===== src/apm_cfg.svh =====
// register map, field positions and reset values of the audio pin mux
`ifndef APM_CFG_SVH
`define APM_CFG_SVH

`define APM_NUM_PINS 7
`define APM_NUM_LANES 3
`define APM_ADDR_W 5

`define APM_OFS_CTRL 5'h00
`define APM_OFS_PEN 5'h04
`define APM_OFS_PDIR 5'h08
`define APM_OFS_PDATA 5'h0c
`define APM_OFS_PLEVEL 5'h10

`define APM_CTRL_AUDIO_BIT 0
`define APM_CTRL_TXMODE_BIT 1
`define APM_CTRL_EXTCLK_BIT 2
`define APM_CTRL_LANE_LSB 4
`define APM_CTRL_LANE_MSB 6

`define APM_CTRL_RST 7'h00
`define APM_PORT_RST 7'h00

`define APM_PIN_LANE_A 0
`define APM_PIN_LANE_B 1
`define APM_PIN_LANE_C 2
`define APM_PIN_LANE_D 3
`define APM_PIN_LANE_E 4
`define APM_PIN_TX_CLOCK 5
`define APM_PIN_TX_OUTPUT 6

`endif


===== src/apm_pkg.sv =====
// types shared by the audio pin mux modules
package apm_pkg;

	// per-pin steering handed from the register file to a pin cell
	typedef struct packed {
		logic func_sel;
		logic func_oe;
		logic func_out;
		logic gp_en;
		logic gp_dir;
		logic gp_out;
	} apm_pin_ctl_t;

	// drive value and output enable of one pad
	typedef struct packed {
		logic pad_out;
		logic pad_oe;
	} apm_pad_drv_t;

endpackage


===== src/apm_pin_cell.sv =====
// one pad of the audio pin mux: function/port select, sync, drive
`include "apm_cfg.svh"

module apm_pin_cell
	import apm_pkg::*;
(
	input wire logic ref_clk,
	input wire logic srst,
	input wire apm_pin_ctl_t ctl,
	input wire logic pad_in,
	output apm_pad_drv_t drv_q,
	output logic sampled_q
);

	logic meta_q;
	logic sync_q;
	logic sample_en;
	apm_pad_drv_t drv_d;

	// ----------------------------------------------------------
	// drive select
	// ----------------------------------------------------------
	always_comb begin
		drv_d = '0;
		sample_en = 1'b0;
		if (ctl.func_sel) begin
			drv_d.pad_oe = ctl.func_oe;
			drv_d.pad_out = ctl.func_oe & ctl.func_out;
			sample_en = ~ctl.func_oe;
		end else if (ctl.gp_en) begin
			drv_d.pad_oe = ctl.gp_dir;
			drv_d.pad_out = ctl.gp_dir & ctl.gp_out;
			sample_en = ~ctl.gp_dir;
		end
	end

	always_ff @(posedge ref_clk) begin
		if (srst) begin
			drv_q <= '0;
		end else begin
			drv_q <= drv_d;
		end
	end

	// ----------------------------------------------------------
	// input synchroniser
	// ----------------------------------------------------------
	always_ff @(posedge ref_clk) begin
		if (srst) begin
			meta_q <= 1'b0;
			sync_q <= 1'b0;
		end else begin
			meta_q <= pad_in;
			sync_q <= meta_q;
		end
	end

	// disconnected or driving pads are not sampled
	always_ff @(posedge ref_clk) begin
		if (srst) begin
			sampled_q <= 1'b0;
		end else begin
			sampled_q <= sync_q & sample_en;
		end
	end

endmodule // apm_pin_cell


===== src/apm_audio_pin_mux.sv =====
// pin multiplexer for the serial audio lanes and the spdif pins
//
// Operation
// - pin out4_in1 drives transmit four or feeds receive one by lane role.
// - pin out3_in2 drives transmit three or feeds receive two by lane role.
// - pin out2_in3 drives transmit two or feeds receive three by lane role.
// - pins out1 and out0 only drive transmit one and zero, never receive.
// - in port mode each pin is set alone to input, output or disconnected.
// - after reset all pins are in port mode, disconnected, not sampled.
// - external clock is the clock pin, at 256, 384 or 512 times the rate.
// - in transmit mode the audio output pin carries the biphase stream.
//
// The register addresses and register access over Avalon-MM were left to the implementer.
`include "apm_cfg.svh"

module apm_audio_pin_mux
	import apm_pkg::*;
(
	input wire logic ref_clk,
	input wire logic srst,
	// avalon-mm slave
	input wire logic [`APM_ADDR_W-1:0] avs_address,
	input wire logic avs_read,
	input wire logic avs_write,
	input wire logic [31:0] avs_writedata,
	input wire logic [3:0] avs_byteenable,
	output logic [31:0] avs_readdata,
	output logic avs_waitrequest,
	// serial audio side
	input wire logic [4:0] tx_shift_bits,
	output logic [`APM_NUM_LANES-1:0] rx_shift_bits,
	// digital audio transmitter side
	input wire logic biphase_bit,
	output logic tx_ext_clk,
	output logic tx_ext_clk_sel,
	// pads
	input wire logic audio_lane_out4_in1_in,
	output logic audio_lane_out4_in1_out,
	output logic audio_lane_out4_in1_oe,
	input wire logic audio_lane_out3_in2_in,
	output logic audio_lane_out3_in2_out,
	output logic audio_lane_out3_in2_oe,
	input wire logic audio_lane_out2_in3_in,
	output logic audio_lane_out2_in3_out,
	output logic audio_lane_out2_in3_oe,
	input wire logic audio_lane_out1_in,
	output logic audio_lane_out1_out,
	output logic audio_lane_out1_oe,
	input wire logic audio_lane_out0_in,
	output logic audio_lane_out0_out,
	output logic audio_lane_out0_oe,
	input wire logic audio_clock_input_pin_in,
	output logic audio_clock_input_pin_out,
	output logic audio_clock_input_pin_oe,
	input wire logic digital_audio_output_pin_in,
	output logic digital_audio_output_pin_out,
	output logic digital_audio_output_pin_oe
);

	localparam int NP = `APM_NUM_PINS;

	logic [6:0] ctrl_q;
	logic [NP-1:0] pen_q;
	logic [NP-1:0] pdir_q;
	logic [NP-1:0] pdata_q;
	logic ack_q;
	logic [31:0] rdata_q;
	logic [31:0] rdata_d;
	logic tx_ext_clk_q;
	logic req;
	logic wr_go;
	logic audio_mode;
	logic tx_mode;
	logic ext_sel;
	logic [`APM_NUM_LANES-1:0] lane_rx;
	logic [NP-1:0] pad_in_v;
	logic [NP-1:0] func_sel_v;
	logic [NP-1:0] func_oe_v;
	logic [NP-1:0] func_out_v;
	logic [NP-1:0] sampled_v;
	logic [NP-1:0] pdata_rd;
	apm_pad_drv_t drv_v [NP];

	// ----------------------------------------------------------
	// avalon-mm slave
	// ----------------------------------------------------------
	assign req = avs_read | avs_write;
	assign avs_waitrequest = req & ~ack_q;
	assign wr_go = avs_write & ack_q & avs_byteenable[0];
	assign avs_readdata = rdata_q;

	always_ff @(posedge ref_clk) begin
		if (srst) begin
			ack_q <= 1'b0;
		end else begin
			ack_q <= req & ~ack_q;
		end
	end

	always_comb begin
		rdata_d = '0;
		case (avs_address)
			`APM_OFS_CTRL: rdata_d[6:0] = ctrl_q;
			`APM_OFS_PEN: rdata_d[NP-1:0] = pen_q;
			`APM_OFS_PDIR: rdata_d[NP-1:0] = pdir_q;
			`APM_OFS_PDATA: rdata_d[NP-1:0] = pdata_rd;
			`APM_OFS_PLEVEL: rdata_d[NP-1:0] = sampled_v;
			default: rdata_d = '0;
		endcase
	end

	always_ff @(posedge ref_clk) begin
		if (srst) begin
			rdata_q <= '0;
		end else if (avs_read & ~ack_q) begin
			rdata_q <= rdata_d;
		end
	end

	// ----------------------------------------------------------
	// control register
	// ----------------------------------------------------------
	always_ff @(posedge ref_clk) begin
		if (srst) begin
			ctrl_q <= `APM_CTRL_RST;
		end else if (wr_go && avs_address == `APM_OFS_CTRL) begin
			ctrl_q <= avs_writedata[6:0];
		end
	end

	assign audio_mode = ctrl_q[`APM_CTRL_AUDIO_BIT];
	assign tx_mode = ctrl_q[`APM_CTRL_TXMODE_BIT];
	assign ext_sel = ctrl_q[`APM_CTRL_EXTCLK_BIT];
	assign lane_rx = ctrl_q[`APM_CTRL_LANE_MSB:`APM_CTRL_LANE_LSB];

	// ----------------------------------------------------------
	// port registers
	// ----------------------------------------------------------
	always_ff @(posedge ref_clk) begin
		if (srst) begin
			pen_q <= `APM_PORT_RST;
		end else if (wr_go && avs_address == `APM_OFS_PEN) begin
			pen_q <= avs_writedata[NP-1:0];
		end
	end

	always_ff @(posedge ref_clk) begin
		if (srst) begin
			pdir_q <= `APM_PORT_RST;
		end else if (wr_go && avs_address == `APM_OFS_PDIR) begin
			pdir_q <= avs_writedata[NP-1:0];
		end
	end

	always_ff @(posedge ref_clk) begin
		if (srst) begin
			pdata_q <= `APM_PORT_RST;
		end else if (wr_go && avs_address == `APM_OFS_PDATA) begin
			pdata_q <= avs_writedata[NP-1:0];
		end
	end

	// outputs read back their latch, inputs their pad level
	assign pdata_rd = pen_q & ~func_sel_v
		& ((pdir_q & pdata_q) | (~pdir_q & sampled_v));

	// ----------------------------------------------------------
	// function routing
	// ----------------------------------------------------------
	assign pad_in_v = {digital_audio_output_pin_in, audio_clock_input_pin_in,
		audio_lane_out0_in, audio_lane_out1_in, audio_lane_out2_in3_in,
		audio_lane_out3_in2_in, audio_lane_out4_in1_in};

	assign func_sel_v = {{2{tx_mode}}, {5{audio_mode}}};

	assign func_oe_v[`APM_PIN_LANE_A] = ~lane_rx[0];
	assign func_oe_v[`APM_PIN_LANE_B] = ~lane_rx[1];
	assign func_oe_v[`APM_PIN_LANE_C] = ~lane_rx[2];
	assign func_oe_v[`APM_PIN_LANE_D] = 1'b1;
	assign func_oe_v[`APM_PIN_LANE_E] = 1'b1;
	assign func_oe_v[`APM_PIN_TX_CLOCK] = 1'b0;
	assign func_oe_v[`APM_PIN_TX_OUTPUT] = 1'b1;

	assign func_out_v[`APM_PIN_LANE_A] = tx_shift_bits[4];
	assign func_out_v[`APM_PIN_LANE_B] = tx_shift_bits[3];
	assign func_out_v[`APM_PIN_LANE_C] = tx_shift_bits[2];
	assign func_out_v[`APM_PIN_LANE_D] = tx_shift_bits[1];
	assign func_out_v[`APM_PIN_LANE_E] = tx_shift_bits[0];
	assign func_out_v[`APM_PIN_TX_CLOCK] = 1'b0;
	assign func_out_v[`APM_PIN_TX_OUTPUT] = biphase_bit;

	// receive lanes see the pad only in function mode as receiver
	assign rx_shift_bits = sampled_v[`APM_PIN_LANE_C:`APM_PIN_LANE_A]
		& func_sel_v[`APM_PIN_LANE_C:`APM_PIN_LANE_A];

	// ----------------------------------------------------------
	// external transmitter clock
	// ----------------------------------------------------------
	always_ff @(posedge ref_clk) begin
		if (srst) begin
			tx_ext_clk_q <= 1'b0;
		end else begin
			tx_ext_clk_q <= sampled_v[`APM_PIN_TX_CLOCK] & ext_sel & tx_mode;
		end
	end

	assign tx_ext_clk = tx_ext_clk_q;
	assign tx_ext_clk_sel = ext_sel & tx_mode;

	// ----------------------------------------------------------
	// pad cells
	// ----------------------------------------------------------
	for (genvar g = 0; g < NP; g++) begin : g_pin
		apm_pin_ctl_t ctl;
		assign ctl = {func_sel_v[g], func_oe_v[g], func_out_v[g],
			pen_q[g], pdir_q[g], pdata_q[g]};
		apm_pin_cell u_cell (
			.ref_clk(ref_clk),
			.srst(srst),
			.ctl(ctl),
			.pad_in(pad_in_v[g]),
			.drv_q(drv_v[g]),
			.sampled_q(sampled_v[g])
		);
	end

	assign audio_lane_out4_in1_out = drv_v[`APM_PIN_LANE_A].pad_out;
	assign audio_lane_out4_in1_oe = drv_v[`APM_PIN_LANE_A].pad_oe;
	assign audio_lane_out3_in2_out = drv_v[`APM_PIN_LANE_B].pad_out;
	assign audio_lane_out3_in2_oe = drv_v[`APM_PIN_LANE_B].pad_oe;
	assign audio_lane_out2_in3_out = drv_v[`APM_PIN_LANE_C].pad_out;
	assign audio_lane_out2_in3_oe = drv_v[`APM_PIN_LANE_C].pad_oe;
	assign audio_lane_out1_out = drv_v[`APM_PIN_LANE_D].pad_out;
	assign audio_lane_out1_oe = drv_v[`APM_PIN_LANE_D].pad_oe;
	assign audio_lane_out0_out = drv_v[`APM_PIN_LANE_E].pad_out;
	assign audio_lane_out0_oe = drv_v[`APM_PIN_LANE_E].pad_oe;
	assign audio_clock_input_pin_out = drv_v[`APM_PIN_TX_CLOCK].pad_out;
	assign audio_clock_input_pin_oe = drv_v[`APM_PIN_TX_CLOCK].pad_oe;
	assign digital_audio_output_pin_out = drv_v[`APM_PIN_TX_OUTPUT].pad_out;
	assign digital_audio_output_pin_oe = drv_v[`APM_PIN_TX_OUTPUT].pad_oe;

endmodule // apm_audio_pin_mux


===== config.mk =====
export PLATFORM = sky130hd
export DESIGN_NAME = apm_audio_pin_mux
export DESIGN_NICKNAME = d
export VERILOG_FILES = /design/src/apm_pkg.sv /design/src/apm_pin_cell.sv /design/src/apm_audio_pin_mux.sv
export VERILOG_INCLUDE_DIRS = /design/src
export SDC_FILE = /design/constraint.sdc
export NUM_CORES = 1
export LEC_CHECK = 0
export ABC_AREA = 1
export BUFFER_PORTS_ARGS = -buffer_cell sky130_fd_sc_hd__buf_4
export CAP_MARGIN = 30
export CORE_MARGIN = 5
export CORE_UTILIZATION = 54
export CTS_CLUSTER_DIAMETER = 80
export DETAILED_ROUTE_END_ITERATION = 8
export PLACE_DENSITY = 0.85
export SLEW_MARGIN = 10
export SYNTH_ARGS = -nofsm -noshare
export SYNTH_HDL_FRONTEND = slang
export SYNTH_SLANG_ARGS = --single-unit

===== constraint.sdc =====
create_clock -name ref_clk -period 2.5 [get_ports ref_clk]
set_clock_uncertainty 0.15 [all_clocks]
set_input_delay 0.375 -clock ref_clk [delete_from_list [all_inputs] [get_ports ref_clk]]
set_output_delay 0.375 -clock ref_clk [all_outputs]
set_load 0.01 [all_outputs]

Word level (Yosys, flattened, before mapping)
Index checks and enable logic that the tools add are counted.

Flip-flop bits (word level): 72. Bits of input ports: 58. Output and inout port bits: 52. Word-level logic and storage cells: 124.

Equality and inequality tests: 4. Multiplexer cells: 27. Bitwise operators: 45. Reduce and logical (&&, ||, !) cells: 6.

Operators with widths (count): 7-bit case mux with 5 select lines (1); 7-bit bitwise AND (4); 1-bit bitwise AND (24); 2-bit two-way mux (12); 1-bit two-way mux (14); 7-bit NOT (2); 1-bit NOT (12); 5-bit by 4-bit == test with 1-bit output (second input constant) (2); 7-bit bitwise OR (1); 5-bit by 3-bit == test with 1-bit output (second input constant) (1); 5-bit == test (second input constant) (1); 5-bit zero test (1); 1-bit logical AND (4); 3-bit bitwise AND (1); 3-bit OR reduction (1); 1-bit bitwise OR (1).

Depth between registers and ports, before layout
Gate-level depths: netlist (run 1).

Word-level depth: 5. Depth in mapped cells: 10. Mapped depth without buffers: 9.

By module
From an unflattened synthesis (run 1), not the netlist that was laid out.

Cells, all modules: 446. Area total of the unflattened synthesis: 3382.0 um^2.

Modules (own cells, without submodules): apm_audio_pin_mux (instances 1, cells each 306, area an instance 2199.6 um^2, sequential area each 740.7 um^2); apm_pin_cell (instances 7, cells each 20, area an instance 168.9 um^2, sequential area each 100.1 um^2).

Least setup slack after synthesis (run 1)
No wires, ideal clock.

Kind: input to register. Start point: in avs_address[1]. End point: reg pdir_q[1]. Setup time: 0.138 ns. Arrival time: 1.235 ns. Required time: 2.212 ns. Setup slack: 0.977 ns. Stages on the path: 8. Path buffers: 2. Cells stage by stage: nor2_2 > buf_4 > nand3_1 > nor2_2 > inv_2 > buf_6 > nor2_1 > a211oi_2.

Longest elaborated chain between the ends: 2.

RTL lines: start: declaration (line apm_audio_pin_mux.sv:22) `` input wire logic [`APM_ADDR_W-1:0] avs_address, ``; 5-bit by 4-bit == test with 1-bit output; 1-bit logical AND (no source line); end signal: assignment (line apm_audio_pin_mux.sv:149) `` pdir_q <= `APM_PORT_RST; ``; end signal: assignment (line apm_audio_pin_mux.sv:151) `pdir_q <= avs_writedata[NP-1:0];`; end: declaration (line apm_audio_pin_mux.sv:64) `logic [NP-1:0] pdir_q;`.

No other way between the ends. A chain may end at the register's enable or synchronous reset.

Worst setup path after layout (run 1)
Start point: reg ctrl_q[0]. End point: out rx_shift_bits[2].

Longest elaborated chain between the ends: 1.

RTL lines: start: declaration (line apm_audio_pin_mux.sv:62) `logic [6:0] ctrl_q;`; start signal: assignment (line apm_audio_pin_mux.sv:125) `` ctrl_q <= `APM_CTRL_RST; ``; start signal: assignment (line apm_audio_pin_mux.sv:127) `ctrl_q <= avs_writedata[6:0];`; 3-bit bitwise AND (line apm_audio_pin_mux.sv:193) `` assign rx_shift_bits = sampled_v[`APM_PIN_LANE_C:`APM_PIN_LANE_A] ``; end: declaration (line apm_audio_pin_mux.sv:31) `` output logic [`APM_NUM_LANES-1:0] rx_shift_bits, ``.

No other way between the ends.

==> flow_summary_export.csv, run 1 <==
group,metric,value,unit
global_route,grt_antenna_before_repair,0,
layout,drive_gt1_share,20.1,%
worst_setup_path,worstPathRequired,1.98,ns
job,drv_cap,0,
drt,finalWirelength,7740,um
status,outcome,"complete, no violations",
global_route,grt_usage,21.9,%
drt,ant_nets,0,
timing,min_period,1.80,ns
timing,setup_tns,0,ns
layout,design_area,0.00376,sq mm
clock_tree,post_cts_resized,0,
clock_tree,post_cts_buffers,0,
pwr,pwr_density_cell,593,mW/mm^2
floorplan,dieArea,0.00752,sq mm
global_route,grt_pass1_vias,2683,
timing,fin_crit_sh,72.1,%
clock_tree,ctsHtreeMaxLevel,3,
worst_setup_path,cp_max_fo,8,
global_route,grt_max_degree,73,
layout,area_growth,18.3,%
floorplan,initial_core_util,54.7,%
worst_setup_path,cp_common_cell,"buf_4",
worst_setup_path,path_buf_inv,3,
layout,diodes,0,
pwr,ir_drop,0.504,mV
logic_synthesis,syn_area,0.00318,sq mm
clock_tree,numClockSinks,72,
drt,wl_met2,3710,um
drt,vias,2899,
placed_design,dpl-instance-area,0.00356,sq mm
worst_setup_path,critPathSlowestCell,"dfxtp_1",
floorplan,num_io_pins,110,
clock_tree,clk_pin_slew,0.07,ns
logic_synthesis,yosysTopAreaCell,"dfxtp_1",
timing,hold_viol,0,
timing,timing.fmax,555,MHz
clock_tree,clkLatencyLatePin,0.34,ns
worst_setup_path,worstPathCellList,"buf_4, nand2_1, inv_1, buf_4",
worst_setup_path,critPathTopFamily,"flip-flops",
drt,drt-met1-wl,3270,um
logic_synthesis,synth_top_family_by_area,"simple AND/OR/NAND/NOR gates",
logic_synthesis,yosys_warnings,0,
worst_setup_path,cp_slowest_stage_delay,0.50,ns
logic_synthesis,synthAdderAreaFrac,0,%
logic_synthesis,synth.area.mux_share,0,%
timing,setup_slack,0.698,ns
drt,vias_per_cell,5.10,
logic_synthesis,synth_xor_area_share,0,%
global_route,gr-total-overflow,0,
clock_tree,postCtsHoldBufs,0,
drt,post_drt_wl_per_cell,13.6,um
worst_setup_path,critPathCaptureType,"output pin",
worst_setup_path,arrival,1.28,ns
worst_setup_path,cp-start-kind,"flop",
worst_setup_path,worstSetupPathType,"flop to output pin",
floorplan,chipHeight,86.7,um
logic_synthesis,synthSimpleGateAreaFrac,29.9,%
layout,nNetsFinal,546,
logic_synthesis,ys_seq_area_share,45.3,%
timing,worstMarginPinSlew,0.722,ns
clock_tree,ctsLongestPathBuffers,2,
drt,drt_iter0_markers,240,
floorplan,die_w,86.7,um
clock_tree,cts_tree,"built",
timing,rsz0062_at_grt,"false",
clock_tree,cts_root_buf,"clkbuf_8",
drt,first_pass_iters,5,
drt,wl_met3,682,um
drt,top_layer_used,"met4",
logic_synthesis,yosys.area.top_type_share,45.3,%
timing,slew_headroom,51.8,%
placed_design,place_ws,0.462,ns
logic_synthesis,synth_compound_area_share,10.5,%
timing,drv_slew,0,
logic_synthesis,yosys-top-cells-area,"dfxtp_1, nand2_1, a21oi_1, buf_4, nor2_1",
timing,finalSetupViolations,0,
floorplan,core-area,0.00582,sq mm
pwr,cellLeakagePower,0.00168,uW
logic_synthesis,syn_inst,431,
clock_tree,cts_buffers,9,
placed_design,io_buffers,56,
placed_design,dp_hpwl,5530,um
worst_hold_path,hold_path.class,"primary input to flop",
global_route,grt_pass1_wl,12800,um
logic_synthesis,syn_area_per_cell,7.38,sq um
placed_design,place_congestion,0.890,
logic_synthesis,synth_cell_types,26,
floorplan,rows,28,
logic_synthesis,synth-seq-cells,72,
drt,post-route-drc-count,0,
-- state kept, by name, indices dropped and copies added, names as in the netlist --
name / count
pdir_q: 7
g_pin.u_cell.sync_q: 7
avs_readdata: 7
pdata_q: 7
g_pin.u_cell.meta_q: 7
ack_q: 1
tx_ext_clk: 1
pen_q: 7
ctrl_q: 7
g_pin.u_cell.sampled_q: 7
g_pin.u_cell.drv_q: 14
-- through the flow --
stage	cells	util [%]	total power (uW)	hold slack (ns)
6_report	568	64.7	2230	0.0803
5_1_grt	568	64.7	2310	0.0905
4_1_cts	568	64.7	2240	0.0697
3_5_place_dp	552	61.3	1330	0.246
3_3_place_gp	552	61.3	1330	0.239
2_1_floorplan	455	-	1300	0.238
-- area by class of cell --
class / instances / area [sq um]
sequential: 72 / 1440
clock inverter: 3 / 40.0
multi-input combinational: 297 / 1380
timing repair buffer: 64 / 480
clock buffer: 13 / 159
fill: 510 / 2050
inverter: 44 / 166
tap: 75 / 93.8
-- worst min-delay path, stage by stage --
cell	delay, ns
buf_4	0.07
inv_1	0.03
nor2_1	0.06
-- kinds of logic (layout without fill, tap and decap cells) --
logic type      after synthesis  count (layout)
compound gates               58              58
buf+inv                      86             124
flops                        72              72
other cells                   1              25
simple gates                214             214
-- Yosys cell counts --
cell,number
nor2_2,3
nor3_4,2
nor3_1,2
inv_2,6
conb_1,1
nand3_1,9
buf_2,3
dfxtp_1,72
clkinv_2,1
o21ai_1,1
o21ai_0,3
nor4_1,3
nor2_1,53
nor3b_1,1
a21oi_1,44
nor2_4,2
nand4_1,26
a211oi_1,6
nand2_1,110
buf_4,28
a211oi_2,4
inv_1,37
buf_6,2
nand3_2,1
clkbuf_1,9
nand2_2,2
-- layout by cell type (no fill, tap or decap), drive strengths merged --
cell    instances
nor2           58
a21oi          44
clkbuf         13
nor3b           1
dfxtp          72
nor3            4
bufinv          1
buf            64
inv            43
nand2         112
conb           25
nand3          10
o21ai           4
nand4          26
nor4            3
a211oi         10
clkinv          3
-- routing by layer --
metal / vias up / GRT usage, %
li1: 1451 / -
met1: 1325 / 29.6
met2: 117 / 34.5
met3: 6 / 5.23
met4: 0 / 7.22
met5: - / 0
-- power by group --
part | switching (uW) | total, uW | internal [uW] | leakage (uW)
Clock | 409 | 922 | 513 | 0.000103
Sequential | 5.04 | 1160 | 1160 | 0.000583
Combinational | 97.4 | 145 | 47.8 | 0.000989
-- worst paths after layout --
check | start | to | slack (ns) | cells past startpoint
setup / recovery | ctrl_q[0]$_SDFFE_PP0P_ | rx_shift_bits[2] | 0.70 | 4
hold / removal | audio_lane_out3_in2_in | g_pin[1].u_cell.meta_q$_SDFF_PP0_ | 0.08 | 3
setup reg to reg | ack_q$_SDFF_PP0_ | pdata_q[6]$_SDFFE_PP0P_ | 0.91 | 5
hold reg to reg | g_pin[3].u_cell.meta_q$_SDFF_PP0_ | g_pin[3].u_cell.sync_q$_SDFF_PP0_ | 0.25 | 2
Power figures use the tool's default switching activity.
==> run 2, diff against run 1 <==
--- a/config.mk
+++ b/config.mk
@@ -6,14 +6,14 @@
 export SDC_FILE = /design/constraint.sdc
 export NUM_CORES = 1
 export LEC_CHECK = 0
-export ABC_AREA = 1
+export ABC_AREA = 0
 export BUFFER_PORTS_ARGS = -buffer_cell sky130_fd_sc_hd__buf_4
 export CAP_MARGIN = 30
 export CORE_MARGIN = 5
-export CORE_UTILIZATION = 54
+export CORE_UTILIZATION = 50
 export CTS_CLUSTER_DIAMETER = 80
 export DETAILED_ROUTE_END_ITERATION = 8
-export PLACE_DENSITY = 0.85
+export PLACE_DENSITY = 0.8
 export SLEW_MARGIN = 10
 export SYNTH_ARGS = -nofsm -noshare
 export SYNTH_HDL_FRONTEND = slang
==> constraint.sdc (replaced) <==
create_clock -name ref_clk -period 1.7 [get_ports ref_clk]
set_clock_uncertainty 0.15 [all_clocks]
set_input_delay 0.255 -clock ref_clk [delete_from_list [all_inputs] [get_ports ref_clk]]
set_output_delay 0.255 -clock ref_clk [all_outputs]
set_load 0.01 [all_outputs]
==> run 2 against run 1 <==
- power rose by 46%
- core utilization fell by 0.70 points
- first-iteration DRC count is 12% higher
- non-clock buffer count is 29 higher
- hold slack worse by 0.058 ns
- synthesized area down 0.90%
- via count down 10%
- critical endpoint is now avs_readdata[6]$_SDFFE_PP0P_
- largest power group unchanged
==> flow_summary_export.csv, run 2 <==
group,metric,value,unit
global_route,grt_max_degree,54,
timing,drv_slew,0,
pwr,ir_drop,0.495,mV
layout,nNetsFinal,467,
logic_synthesis,synth-edff-count,0,
logic_synthesis,yosysTopAreaCell,"dfxtp_1",
global_route,gr-total-overflow,0,
layout,fin_cells,491,
floorplan,die_w,89.4,um
logic_synthesis,yosys.area.top_type_share,45.7,%
drt,finalWirelength,7590,um
timing,hold_viol,0,
drt,vias,2595,
logic_synthesis,async_reset_ff_share,0,%
layout,top_register,"g_pin.u_cell.drv_q",
worst_setup_path,critPathTopFamily,"simple AND/OR/NAND/NOR gates",
worst_setup_path,worstPathRequired,1.83,ns
timing,worstMarginPinSlew,0.566,ns
clock_tree,post_cts_buffers,0,
worst_setup_path,r2r_slack,0.07,ns
logic_synthesis,synth-seq-cells,72,
pwr,pwr_density_cell,817,mW/mm^2
drt,post_drt_wl_per_cell,15.5,um
worst_setup_path,worstPathCellList,"nand2b_4, or4b_1, buf_6, a21o_1, a41oi_2",
worst_setup_path,path_buf_inv,1,
floorplan,rows,29,
logic_synthesis,yosys_warnings,0,
logic_synthesis,synthTopCellsByCount,"dfxtp_1, nor2_1, mux2i_1, buf_4",
worst_setup_path,cp-start-kind,"flop",
global_route,grt_antenna_before_repair,0,
clock_tree,cts_tree,"built",
job,drv_cap,0,
layout,largest_reg_flops,14,
pwr,cellLeakagePower,0.00168,uW
layout,drive_gt1_share,27.5,%
worst_setup_path,cp_max_fo,7,
placed_design,dp_hpwl,5290,um
logic_synthesis,yosys-top-cells-area,"dfxtp_1, mux2i_1, buf_4, nor2_1, nor2b_1",
clock_tree,cts_buffers,9,
clock_tree,ctsHtreeMaxLevel,3,
placed_design,io_buffers,56,
timing,rsz0062_at_grt,"true",
status,outcome,"complete, no violations",
drt,drt_iter0_markers,269,
placed_design,dp_cells,465,
worst_hold_path,hold_path.class,"primary input to flop",
timing,finalSetupViolations,0,
floorplan,dieArea,0.00799,sq mm
worst_setup_path,critPathSlowestCell,"or4b_1",
layout,layout_common_cells,"buf_4, dfxtp_1, nor2_1, mux2i_1, conb_1",
logic_synthesis,yosysMostFrequentCell,"dfxtp_1",
logic_synthesis,synth_cell_types,41,
floorplan,num_io_pins,110,
logic_synthesis,syn_area,0.00315,sq mm
timing,setup_tns,0,ns
timing,slew_headroom,62.3,%
layout,diodes,0,
clock_tree,clkLatencyLatePin,0.35,ns
logic_synthesis,synth_top_flop_cell,"dfxtp_1",
timing,holdWs,0.0221,ns
placed_design,place_congestion,0.915,
layout,final_common_cell,"buf_4",
clock_tree,ctsLongestPathBuffers,2,
worst_setup_path,worstSetupPathType,"flop to flop",
global_route,grt_pass1_wl,11700,um
floorplan,initial_core_util,50.5,%
logic_synthesis,ys_seq_area_share,45.7,%
global_route,grt_usage,19.3,%
clock_tree,cts_root_buf,"clkbuf_8",
floorplan,chipHeight,89.4,um
logic_synthesis,syn_inst,328,
clock_tree,clk_pin_slew,0.08,ns
drt,ant_nets,0,
worst_setup_path,arrival,1.76,ns
clock_tree,numClockSinks,72,
timing,timing.fmax,612,MHz
timing,min_period,1.63,ns
drt,first_pass_iters,5,
drt,post-route-drc-count,0,
drt,vias_per_cell,5.29,
timing,fin_crit_sh,96.0,%
floorplan,core-area,0.00624,sq mm
global_route,grt_pass1_vias,2454,
pwr,power,3260,uW
logic_synthesis,syn_area_per_cell,9.61,sq um
worst_setup_path,critPathCaptureType,"flop",
worst_setup_path,cp_slowest_stage_delay,0.48,ns
layout,area_growth,26.7,%
run 2: cell count changes after synthesis, sizes merged, moves of 13 or more:
cell   change
nand4     -22
nand2     -99
a21oi     -28
inv       -40
mux2i     +33
nor2      -13
nor2b     +15
run 2: per-layer routing:
layer  part of all wire, %  global-route usage (%)
met5                     0                       0
met4                   1.9                    8.93
met3                   6.8                    4.15
met2                    47                    30.9
met1                    44                    24.9
run 2: tightest hold or removal path: cells and delay by family:
kind,cells,cell delay (ns)
and+or+nand+nor,1,0.07
muxes,1,0.06
buffers and inverters,1,0.10
run 2: layout make-up:
type | count | area, sq um
clock buffer | 11 | 131
clock inverter | 5 | 57.6
fill | 544 | 2250
inverter | 3 | 11.3
multi-input combinational | 230 | 1510
sequential | 72 | 1440
tap | 77 | 96.3
timing repair buffer | 93 | 743
run 2: kinds of logic (layout without fill, tap and decap cells):
kind of cell    count (synthesis)  in the layout  synth area share (%)
compound gates                 41             41                  9.09
simple gates                  125            125                  22.7
buf+inv                        50            112                  9.73
other cells                     1             25                 0.119
flops                          72             72                  45.7
mux                            39             39                  12.6
run 2: repair_timing:
| action | in CTS | in global routing |
|---|---|---|
| resized for setup | 2 | 5 |
| hold buffers | 10 | 0 |
| setup endpoints to repair | 3 | 8 |
| hold endpoints to repair | 10 | 0 |
run 2: path summary, 6_finish.rpt:
| kind | startpoint | to | depth (start not counted) |
|---|---|---|---|
| worst max register to register | ack_q$_SDFF_PP0_ | avs_readdata[6]$_SDFFE_PP0P_ | 5 |
| worst min-delay path | avs_writedata[1] | pdata_q[1]$_SDFFE_PP0P_ | 3 |
| worst min register to register | g_pin[5].u_cell.meta_q$_SDFF_PP0_ | g_pin[5].u_cell.sync_q$_SDFF_PP0_ | 1 |
| worst max-delay path | ack_q$_SDFF_PP0_ | avs_readdata[6]$_SDFFE_PP0P_ | 5 |
run 2: stage by stage:
| step | instance area, sq um | setup slack (ns) | utilization, % |
|---|---|---|---|
| floorplan | 3250 | -0.111 | - |
| global placement | 3680 | -0.149 | 58.9 |
| detailed placement | 3680 | -0.188 | 58.9 |
| CTS | 3970 | 0.0289 | 63.7 |
| global route | 3990 | -0.00435 | 64.0 |
| finish | 3990 | 0.0672 | 64.0 |
run 2: where the power goes:
group          switching (uW)  internal [uW]  total, uW
registers                5.38           1700       1710
clock network             636            679       1320
logic                     127            113        240
total                     769           2500       3260
